--- config.mk ---
export PLATFORM = sky130hd
export DESIGN_NAME = audio_path_status_flags
export DESIGN_NICKNAME = d
export VERILOG_FILES = /design/src/shared/status_flags_pkg.sv /design/src/shared/flag_edge_if.sv /design/src/hw/flag_edge_unit.sv /design/src/hw/audio_path_status_flags.sv
export SDC_FILE = /design/constraint.sdc
export NUM_CORES = 1
export LEC_CHECK = 0
export BUFFER_PORTS_ARGS = -buffer_cell sky130_fd_sc_hd__buf_2
export CORE_MARGIN = 2
export CORE_UTILIZATION = 40
export CTS_BUF_LIST = sky130_fd_sc_hd__clkbuf_16
export CTS_CLUSTER_DIAMETER = 120
export DETAILED_ROUTE_END_ITERATION = 8
export PLACE_DENSITY = 0.6
export SYNTH_ARGS = -nofsm -noshare
export SYNTH_HDL_FRONTEND = slang
export SYNTH_SLANG_ARGS = --single-unit
export TNS_END_PERCENT = 10
--- constraint.sdc ---
create_clock -name I_SYS_CLK -period 2.35 [get_ports I_SYS_CLK]
set_input_delay 0.47 -clock I_SYS_CLK [delete_from_list [all_inputs] [get_ports I_SYS_CLK]]
set_output_delay 0.47 -clock I_SYS_CLK [all_outputs]
set_load 0.03 [all_outputs]
--- src/shared/status_flags_pkg.sv ---
// Purpose: Shared constants for the audio path status flag block.
// Assumes: Register indices are word indices; the byte address is four times the index.
// Notes:   Raw flag and event bit positions are used by the core and by the testbench.

`default_nettype none

package status_flags_pkg;

	// Register bus geometry.
	localparam int          ADDR_W          = 16;
	localparam int          DATA_W          = 8;
	localparam int          IDX_W           = 14;

	// Register indices.
	localparam logic [13:0] IDX_ADC_OVF     = 14'h1301;
	localparam logic [13:0] IDX_MIX_OVF     = 14'h1302;
	localparam logic [13:0] IDX_CONV_LOCK   = 14'h1303;
	localparam logic [13:0] IDX_INT_STATUS  = 14'h1310;
	localparam logic [13:0] IDX_INT_MASK    = 14'h1311;
	localparam logic [13:0] IDX_LINK_STATUS = 14'h1312;
	localparam logic [13:0] IDX_CLIP_COUNT  = 14'h1313;

	// Raw flag vector positions, as sampled from the audio paths.
	localparam int          FLAG_W          = 9;
	localparam int          FLAG_CAPTURE    = 0;
	localparam int          FLAG_SECTION    = 1;
	localparam int          FLAG_PATH       = 2;
	localparam int          FLAG_MIX_LEFT   = 3;
	localparam int          FLAG_MIX_RIGHT  = 4;
	localparam int          FLAG_OUT_UNLK   = 5;
	localparam int          FLAG_IN_UNLK    = 6;
	localparam int          FLAG_OUT_LK     = 7;
	localparam int          FLAG_IN_LK      = 8;

	// Events: the lower raw flags whose rising edge is an interrupt event.
	localparam int          EVT_W           = 7;

	// Field positions inside the readable registers.
	localparam int          ADC_CLIP_BIT    = 0;
	localparam int          MIX_SECTION_BIT = 3;
	localparam int          MIX_PATH_BIT    = 2;
	localparam int          MIX_LEFT_BIT    = 1;
	localparam int          MIX_RIGHT_BIT   = 0;
	localparam int          CONV_OUT_UNLK   = 3;
	localparam int          CONV_IN_UNLK    = 2;
	localparam int          CONV_OUT_LK     = 1;
	localparam int          CONV_IN_LK      = 0;
	localparam int          LINK_ACTIVE_BIT = 0;

	// Reset values and clip counter constants.
	localparam logic [7:0]  RST_BYTE        = 8'h00;
	localparam logic [7:0]  RST_MASK        = 8'h00;
	localparam logic [7:0]  CLIP_COUNT_MAX  = 8'hff;
	localparam logic [7:0]  CLIP_COUNT_ONE  = 8'h01;

	// Frame clock watchdog timing.
	localparam int          CLK_MHZ         = 100;
	localparam int          FRAME_IDLE_US   = 1000;
	localparam int          FRAME_IDLE_CYC  = FRAME_IDLE_US * CLK_MHZ;

endpackage : status_flags_pkg

`default_nettype wire

--- src/shared/flag_edge_if.sv ---
// Purpose: Carries sampled flag levels and their rising-edge pulses between modules.
// Assumes: One producer, the edge unit, and one consumer, the status core.
// Notes:   Width is a parameter so the same carrier serves any flag count.

`timescale 1ns/10ps
`default_nettype none

interface flag_edge_if #(
	parameter int W = 9
);
	logic [W-1:0] level;
	logic [W-1:0] rise;

	modport producer (
		output level,
		output rise
	);

	modport consumer (
		input  level,
		input  rise
	);
endinterface : flag_edge_if

`default_nettype wire

--- src/hw/flag_edge_unit.sv ---
// Purpose: Samples the raw status flags and flags each 0 to 1 transition.
// Assumes: Flag inputs are synchronous to the system clock.
// Notes:   A rise pulse lasts one cycle, the cycle after the sampled level goes high.

`timescale 1ns/10ps
`default_nettype none

module flag_edge_unit #(
	parameter int W = 9
) (
	// Clock and reset.
	input  wire logic         i_clk,
	input  wire logic         i_rst_b,
	// Raw flags.
	input  wire logic [W-1:0] i_flags,
	// Sampled levels and edges.
	flag_edge_if.producer     edges
);

	logic [W-1:0] level_reg;
	logic [W-1:0] prev_reg;
	logic [W-1:0] rise_reg;

	always_ff @(posedge i_clk or negedge i_rst_b) begin
		if (!i_rst_b) begin
			level_reg <= '0;
			prev_reg  <= '0;
		end else begin
			level_reg <= i_flags;
			prev_reg  <= level_reg;
		end
	end

	always_ff @(posedge i_clk or negedge i_rst_b) begin
		if (!i_rst_b) begin
			rise_reg <= '0;
		end else begin
			rise_reg <= level_reg & ~prev_reg;
		end
	end

	assign edges.level = level_reg;
	assign edges.rise  = rise_reg;

endmodule : flag_edge_unit

`default_nettype wire

--- src/hw/audio_path_status_flags.sv ---
// Purpose: Read-only clip and converter lock status with edge-triggered interrupts.
// Assumes: Status inputs and the frame clock input are synchronous to I_SYS_CLK.
// Notes:   Registers sit at byte address four times their index; read data lasts one cycle.

`timescale 1ns/10ps
`default_nettype none

module audio_path_status_flags #(
	parameter int FRAME_IDLE_CYCLES = status_flags_pkg::FRAME_IDLE_CYC
) (
	// Clock and reset.
	input  wire logic                                    I_SYS_CLK,
	input  wire logic                                    I_RST_B,
	// Register port.
	input  wire logic [status_flags_pkg::ADDR_W-1:0]     I_ADDR,
	input  wire logic [status_flags_pkg::DATA_W-1:0]     I_WR_DATA,
	input  wire logic                                    I_WR_STB,
	input  wire logic                                    I_RD_STB,
	output var  logic [status_flags_pkg::DATA_W-1:0]     O_RD_DATA,
	// Clip flags from the audio paths.
	input  wire logic                                    I_CAPTURE_PATH_CLIP_FLAG,
	input  wire logic                                    I_FILTER_SECTION_CLIP_FLAG,
	input  wire logic                                    I_FILTER_PATH_CLIP_FLAG,
	input  wire logic                                    I_MIXER_LEFT_CLIP_FLAG,
	input  wire logic                                    I_MIXER_RIGHT_CLIP_FLAG,
	// Sample-rate converter lock flags.
	input  wire logic                                    I_OUT_RATE_CONV_UNLOCKED,
	input  wire logic                                    I_IN_RATE_CONV_UNLOCKED,
	input  wire logic                                    I_OUT_RATE_CONV_LOCKED,
	input  wire logic                                    I_IN_RATE_CONV_LOCKED,
	// Serial port frame clock, sampled as a level.
	input  wire logic                                    I_FRAME_CLOCK,
	// Interrupt.
	output var  logic                                    O_IRQ
);

	import status_flags_pkg::*;

	localparam int IDLE_W = $clog2(FRAME_IDLE_CYCLES + 1);
	localparam logic [IDLE_W-1:0] IDLE_LIMIT = IDLE_W'(FRAME_IDLE_CYCLES);
	localparam logic [IDLE_W-1:0] IDLE_ONE   = IDLE_W'(1);

	typedef enum {
		LINK_IDLE,
		LINK_ACTIVE
	} link_state_t;

	// True when a bus address selects the register at the given index.
	function automatic logic addr_hit(
		input logic [ADDR_W-1:0] addr,
		input logic [IDX_W-1:0]  idx
	);
		addr_hit = (addr == {idx, 2'b00});
	endfunction : addr_hit

	// Raw flag gathering and edge detection.
	logic [FLAG_W-1:0] raw_flags;

	flag_edge_if #(.W(FLAG_W)) flag_bus ();

	assign raw_flags[FLAG_CAPTURE]   = I_CAPTURE_PATH_CLIP_FLAG;
	assign raw_flags[FLAG_SECTION]   = I_FILTER_SECTION_CLIP_FLAG;
	assign raw_flags[FLAG_PATH]      = I_FILTER_PATH_CLIP_FLAG;
	assign raw_flags[FLAG_MIX_LEFT]  = I_MIXER_LEFT_CLIP_FLAG;
	assign raw_flags[FLAG_MIX_RIGHT] = I_MIXER_RIGHT_CLIP_FLAG;
	assign raw_flags[FLAG_OUT_UNLK]  = I_OUT_RATE_CONV_UNLOCKED;
	assign raw_flags[FLAG_IN_UNLK]   = I_IN_RATE_CONV_UNLOCKED;
	assign raw_flags[FLAG_OUT_LK]    = I_OUT_RATE_CONV_LOCKED;
	assign raw_flags[FLAG_IN_LK]     = I_IN_RATE_CONV_LOCKED;

	flag_edge_unit #(
		.W       (FLAG_W)
	) u_edges (
		.i_clk   (I_SYS_CLK),
		.i_rst_b (I_RST_B),
		.i_flags (raw_flags),
		.edges   (flag_bus.producer)
	);

	// Read-only status views built from the sampled levels.
	logic [DATA_W-1:0] adc_view;
	logic [DATA_W-1:0] mix_view;
	logic [DATA_W-1:0] conv_view;

	always_comb begin
		adc_view               = RST_BYTE;
		adc_view[ADC_CLIP_BIT] = flag_bus.level[FLAG_CAPTURE];
	end

	always_comb begin
		mix_view                  = RST_BYTE;
		mix_view[MIX_SECTION_BIT] = flag_bus.level[FLAG_SECTION];
		mix_view[MIX_PATH_BIT]    = flag_bus.level[FLAG_PATH];
		mix_view[MIX_LEFT_BIT]    = flag_bus.level[FLAG_MIX_LEFT];
		mix_view[MIX_RIGHT_BIT]   = flag_bus.level[FLAG_MIX_RIGHT];
	end

	always_comb begin
		conv_view                = RST_BYTE;
		conv_view[CONV_OUT_UNLK] = flag_bus.level[FLAG_OUT_UNLK];
		conv_view[CONV_IN_UNLK]  = flag_bus.level[FLAG_IN_UNLK];
		conv_view[CONV_OUT_LK]   = flag_bus.level[FLAG_OUT_LK];
		conv_view[CONV_IN_LK]    = flag_bus.level[FLAG_IN_LK];
	end

	// Decoded bus strobes.
	logic wr_int_status;
	logic wr_int_mask;
	logic wr_clip_count;

	assign wr_int_status = I_WR_STB && addr_hit(I_ADDR, IDX_INT_STATUS);
	assign wr_int_mask   = I_WR_STB && addr_hit(I_ADDR, IDX_INT_MASK);
	assign wr_clip_count = I_WR_STB && addr_hit(I_ADDR, IDX_CLIP_COUNT);

	// Sticky interrupt status, one bit for each event.
	logic [DATA_W-1:0] int_status_reg;
	logic [DATA_W-1:0] int_status_next;
	logic [DATA_W-1:0] int_mask_reg;

	// A new rising edge in the same cycle as a write-one-to-clear keeps the bit set.
	genvar g;
	generate
		for (g = 0; g < DATA_W; g++) begin : g_sticky
			if (g < EVT_W) begin : g_event
				always_comb begin
					int_status_next[g] = flag_bus.rise[g]
						| (int_status_reg[g] & ~(wr_int_status & I_WR_DATA[g]));
				end
			end else begin : g_unused
				always_comb begin
					int_status_next[g] = 1'b0;
				end
			end
		end
	endgenerate

	always_ff @(posedge I_SYS_CLK or negedge I_RST_B) begin
		if (!I_RST_B) begin
			int_status_reg <= RST_BYTE;
		end else begin
			int_status_reg <= int_status_next;
		end
	end

	always_ff @(posedge I_SYS_CLK or negedge I_RST_B) begin
		if (!I_RST_B) begin
			int_mask_reg <= RST_MASK;
		end else if (wr_int_mask) begin
			int_mask_reg <= I_WR_DATA & {{(DATA_W-EVT_W){1'b0}}, {EVT_W{1'b1}}};
		end
	end

	// Interrupt line: high while any enabled sticky bit is set.
	logic irq_reg;

	always_ff @(posedge I_SYS_CLK or negedge I_RST_B) begin
		if (!I_RST_B) begin
			irq_reg <= 1'b0;
		end else begin
			irq_reg <= |(int_status_next & int_mask_reg);
		end
	end

	assign O_IRQ = irq_reg;

	// Count of filter path clip events, so software can judge repetition.
	logic [DATA_W-1:0] clip_count_reg;

	always_ff @(posedge I_SYS_CLK or negedge I_RST_B) begin
		if (!I_RST_B) begin
			clip_count_reg <= RST_BYTE;
		end else if (flag_bus.rise[FLAG_PATH]) begin
			if (wr_clip_count) begin
				clip_count_reg <= CLIP_COUNT_ONE;
			end else if (clip_count_reg != CLIP_COUNT_MAX) begin
				clip_count_reg <= clip_count_reg + CLIP_COUNT_ONE;
			end
		end else if (wr_clip_count) begin
			clip_count_reg <= RST_BYTE;
		end
	end

	// Frame clock watchdog: the lock flags only mean something while frames run.
	logic              frame_clk_reg;
	logic              frame_clk_prev_reg;
	logic              frame_toggle;
	logic [IDLE_W-1:0] idle_cnt_reg;
	link_state_t       link_state_reg;
	link_state_t       link_state_next;

	always_ff @(posedge I_SYS_CLK or negedge I_RST_B) begin
		if (!I_RST_B) begin
			frame_clk_reg      <= 1'b0;
			frame_clk_prev_reg <= 1'b0;
		end else begin
			frame_clk_reg      <= I_FRAME_CLOCK;
			frame_clk_prev_reg <= frame_clk_reg;
		end
	end

	assign frame_toggle = frame_clk_reg ^ frame_clk_prev_reg;

	always_ff @(posedge I_SYS_CLK or negedge I_RST_B) begin
		if (!I_RST_B) begin
			idle_cnt_reg <= '0;
		end else if (frame_toggle) begin
			idle_cnt_reg <= '0;
		end else if (idle_cnt_reg != IDLE_LIMIT) begin
			idle_cnt_reg <= idle_cnt_reg + IDLE_ONE;
		end
	end

	always_comb begin
		link_state_next = link_state_reg;
		case (link_state_reg)
			LINK_IDLE: begin
				if (frame_toggle) begin
					link_state_next = LINK_ACTIVE;
				end
			end
			LINK_ACTIVE: begin
				if (!frame_toggle && idle_cnt_reg == IDLE_LIMIT) begin
					link_state_next = LINK_IDLE;
				end
			end
			default: begin
				link_state_next = LINK_IDLE;
			end
		endcase
	end

	always_ff @(posedge I_SYS_CLK or negedge I_RST_B) begin
		if (!I_RST_B) begin
			link_state_reg <= LINK_IDLE;
		end else begin
			link_state_reg <= link_state_next;
		end
	end

	logic [DATA_W-1:0] link_view;

	always_comb begin
		link_view                  = RST_BYTE;
		link_view[LINK_ACTIVE_BIT] = (link_state_reg == LINK_ACTIVE);
	end

	// Read path: data stands only in the cycle after the read strobe.
	// Writes to the three status registers match no write strobe and change nothing.
	logic [DATA_W-1:0] rd_data_reg;
	logic [DATA_W-1:0] rd_data_next;

	always_comb begin
		rd_data_next = RST_BYTE;
		if (I_RD_STB) begin
			if (addr_hit(I_ADDR, IDX_ADC_OVF)) begin
				rd_data_next = adc_view;
			end else if (addr_hit(I_ADDR, IDX_MIX_OVF)) begin
				rd_data_next = mix_view;
			end else if (addr_hit(I_ADDR, IDX_CONV_LOCK)) begin
				rd_data_next = conv_view;
			end else if (addr_hit(I_ADDR, IDX_INT_STATUS)) begin
				rd_data_next = int_status_reg;
			end else if (addr_hit(I_ADDR, IDX_INT_MASK)) begin
				rd_data_next = int_mask_reg;
			end else if (addr_hit(I_ADDR, IDX_LINK_STATUS)) begin
				rd_data_next = link_view;
			end else if (addr_hit(I_ADDR, IDX_CLIP_COUNT)) begin
				rd_data_next = clip_count_reg;
			end else begin
				rd_data_next = RST_BYTE;
			end
		end
	end

	always_ff @(posedge I_SYS_CLK or negedge I_RST_B) begin
		if (!I_RST_B) begin
			rd_data_reg <= RST_BYTE;
		end else begin
			rd_data_reg <= rd_data_next;
		end
	end

	assign O_RD_DATA = rd_data_reg;

endmodule : audio_path_status_flags

`default_nettype wire

==> impl_metrics.json <==
{
  "yosysWarnings": 0,
  "num_vias": 2424,
  "dr.pass1.iters": 4,
  "synth_area_per_cell_um2": 11.10,
  "fin_crit_ns": 2.012,
  "vdd_ir_drop_max_v": 0.0004367,
  "port_buffers": 45,
  "num-fill-cells": 765,
  "cts_resized": 0,
  "grt_pass1_vias": 2320,
  "cts.htree.levels": 3,
  "grt_max_degree": 47,
  "root_buffer": "clkbuf_16",
  "clockBufferDepth": 2,
  "drive_above_1_share": 0.2402,
  "max_freq_mhz": 497.1,
  "wl_um": 6691,
  "cp.arrival_ns": 2.28,
  "max_stage_delay_ns": 0.57,
  "place_congestion": 0.8598,
  "gr-total-overflow": 0,
  "fin_crit_sh": 0.8561,
  "synth_edf_count": 0,
  "path_cells": "buf_2 -> or4_4 -> nor4_4 -> buf_4 -> nand2_4 -> a2111oi_0 -> buf_4",
  "setup_viol": 0,
  "clkSinkCount": 74,
  "ys_seq_area_frac": 0.5615,
  "clk_pin_slew_worst_paths_ns": 0.05,
  "rsz0062_at_grt": "false",
  "track_usage": 0.1659,
  "synth.area.top_cells": "dfrtp_1 56%, xor2_1 4.5%, nor2_1 3.6%",
  "worstPathRequired_ns": 2.62,
  "grt_pass1_wl_um": 11180,
  "largest_register_ffs": 17,
  "worstMarginPinSlew_ns": 0.5871,
  "hpwl_um": 4834,
  "die_y_um": 94.81,
  "yosysUniqueCellTypes": 46,
  "syn_nets": 338,
  "final_hold_viol_count": 0,
  "regArea_um2": 1852,
  "cts_tree": "built",
  "num_rows": 33,
  "final_max_slew_viol_count": 0,
  "cp_max_fo": 6,
  "power_density_nw_per_um2": 743.7,
  "ys.flop_type": "dfrtp_1",
  "synth_top_cell_by_area": "dfrtp_1",
  "crit_type": "input port to flip-flop",
  "area_growth_pct": 19.88,
  "grt_antenna_before_repair": 0,
  "relSlewSlack": 0.6086,
  "cts-buffers-inserted": 9,
  "cpMostUsedCell": "buf_4",
  "final_nets": 395,
  "die_x_um": 94.81,
  "synth_area_um2": 3298,
  "wire_per_inst_um": 14.45,
  "die-area_um2": 8988,
  "timing.hold.ws_ns": 0.1470,
  "max_cap_violations": 0,
  "postCtsHoldBufs": 0,
  "skew_ns": 0.004307,
  "ant_nets": 0,
  "leakagePower_nw": 1.815,
  "vias_per_cell": 5.235,
  "min-delay-path-class": "input port to async pin",
  "start_util": 0.4075,
  "critPathCaptureType": "flip-flop",
  "synthArstFlopShare": 1.000,
  "drt_iter0_drc": 125,
  "multi_input_area_um2": 1359,
  "design.core.area_um2": 8093,
  "tns_ns": 0,
  "postLayoutCoreUtil": 0.4886,
  "cp-start-kind": "input port",
  "synth_top_area_frac": 0.5615,
  "diodes": 0,
  "io_pins": 47,
  "cts_setup_buffers": 0,
  "yosys_register_bits": 74,
  "synthCells": 297,
  "p_total_w": 0.002941,
  "drc_errors": 0,
  "status": "complete, no violations",
  "clkLatencyLatePin_ns": 0.33,
  "cpMaxStageDelayCell": "or4_4"
}
[placed cells by master (no fill, tap or decap), drive strengths merged, types with 4 or more instances in the layout]
master,n
nor2b,11
mux2,10
xor2,17
clkinv,5
a31oi,5
nor2,32
clkbuf,9
nand2,23
buf,56
inv,11
a21o,7
and4,5
nor3,4
nor4,5
and3,6
dfrtp,74
a22oi,4
nand3,9
nand4,7
o21ai,14
mux2i,5
a21oi,11
[cell usage after synthesis, drive strengths merged, types with 2 or more instances]
library cell and number:
xnor2 3, nand3 9, nor4 5, nor2b 11
mux2i 5, a22oi 4, and3 6, nor3 4
ha 3, xor2 17, buf 4, and4b 2
nor2 32, nor3b 2, o21ai 14, a21o 7
nand2 23, a41oi 2, nand4 7, and4 5
inv 10, clkbuf 6, a31oi 5, mux2 10
dfrtp 74, a211oi 2, a21oi 11, or3 3
[layer usage]
metal / GRT usage / wire length [µm] / vias up
met1: 0.2333 / 3210 / 1184
met5: 0 / 0 / -
met2: 0.2435 / 2987 / 65
met4: 0.07729 / 131 / 0
li1: - / - / 1165
met3: 0.03831 / 361 / 10
[area by class of cell]
cell class | instances | area share
Clock buffer | 9 | 0.05696
Clock inverter | 6 | 0.006646
Inverter | 10 | 0.009494
Multi-Input combinational cell | 203 | 0.3437
Sequential cell | 74 | 0.4684
Tap cell | 105 | 0.03323
Timing Repair Buffer | 56 | 0.08165
[power breakdown]
| part | switching (W) | total [W] | internal [W] |
|---|---|---|---|
| sequential | 0.000106 | 0.00148 | 0.00137 |
| clock | 0.000475 | 0.00117 | 0.000690 |
| combinational | 0.000163 | 0.000300 | 0.000136 |
| total | 0.000745 | 0.00294 | 0.00220 |
[cells by family after synthesis]
kind of cell,after synthesis,synth area share
flip-flops,74,0.5615
AND/OR/NAND/NOR,114,0.1946
buffers and inverters,20,0.02655
multiplexers,16,0.05615
adder cells (fa/ha/maj),3,0.01138
AO/OA/AOI/OAI,50,0.09674
XOR/XNOR,20,0.05311
[path summary, 6_finish.rpt]
kind                                            start                endpoint  slack (ns)  depth (start not counted)
setup / recovery                            I_ADDR[1]            O_RD_DATA[1]        0.34                          7
hold / removal                                I_RST_B  u_edges.edges.level[4]        0.15                          1
setup reg to reg                      idle_cnt_reg[0]        idle_cnt_reg[16]        0.46                          6
hold reg to reg                   u_edges.prev_reg[2]   u_edges.edges.rise[2]        0.39                          1
max in group asynchronous                     I_RST_B       clip_count_reg[5]        1.64                          2
min in group I_SYS_CLK     I_FILTER_SECTION_CLIP_FLAG  u_edges.edges.level[1]        0.24                          1
[worst max-delay path: cells and delay by family]
family / cells / cell delay, ns
and+or+nand+nor: 3 / 0.93
buffers and inverters: 3 / 0.48
AOI/OAI and AO/OA: 1 / 0.39
[metrics by stage]
step / cell area (µm²) / instances / worst slack (ns)
detailed placement: 3702 / 448 / -0.02496
floorplan: 3298 / 297 / 0.2311
CTS: 3954 / 463 / 0.2986
finish: 3954 / 463 / 0.3383
global route: 3954 / 463 / 0.1873
global placement: 3702 / 448 / 0.03292
No activity file was read; power rests on OpenSTA's default activity.
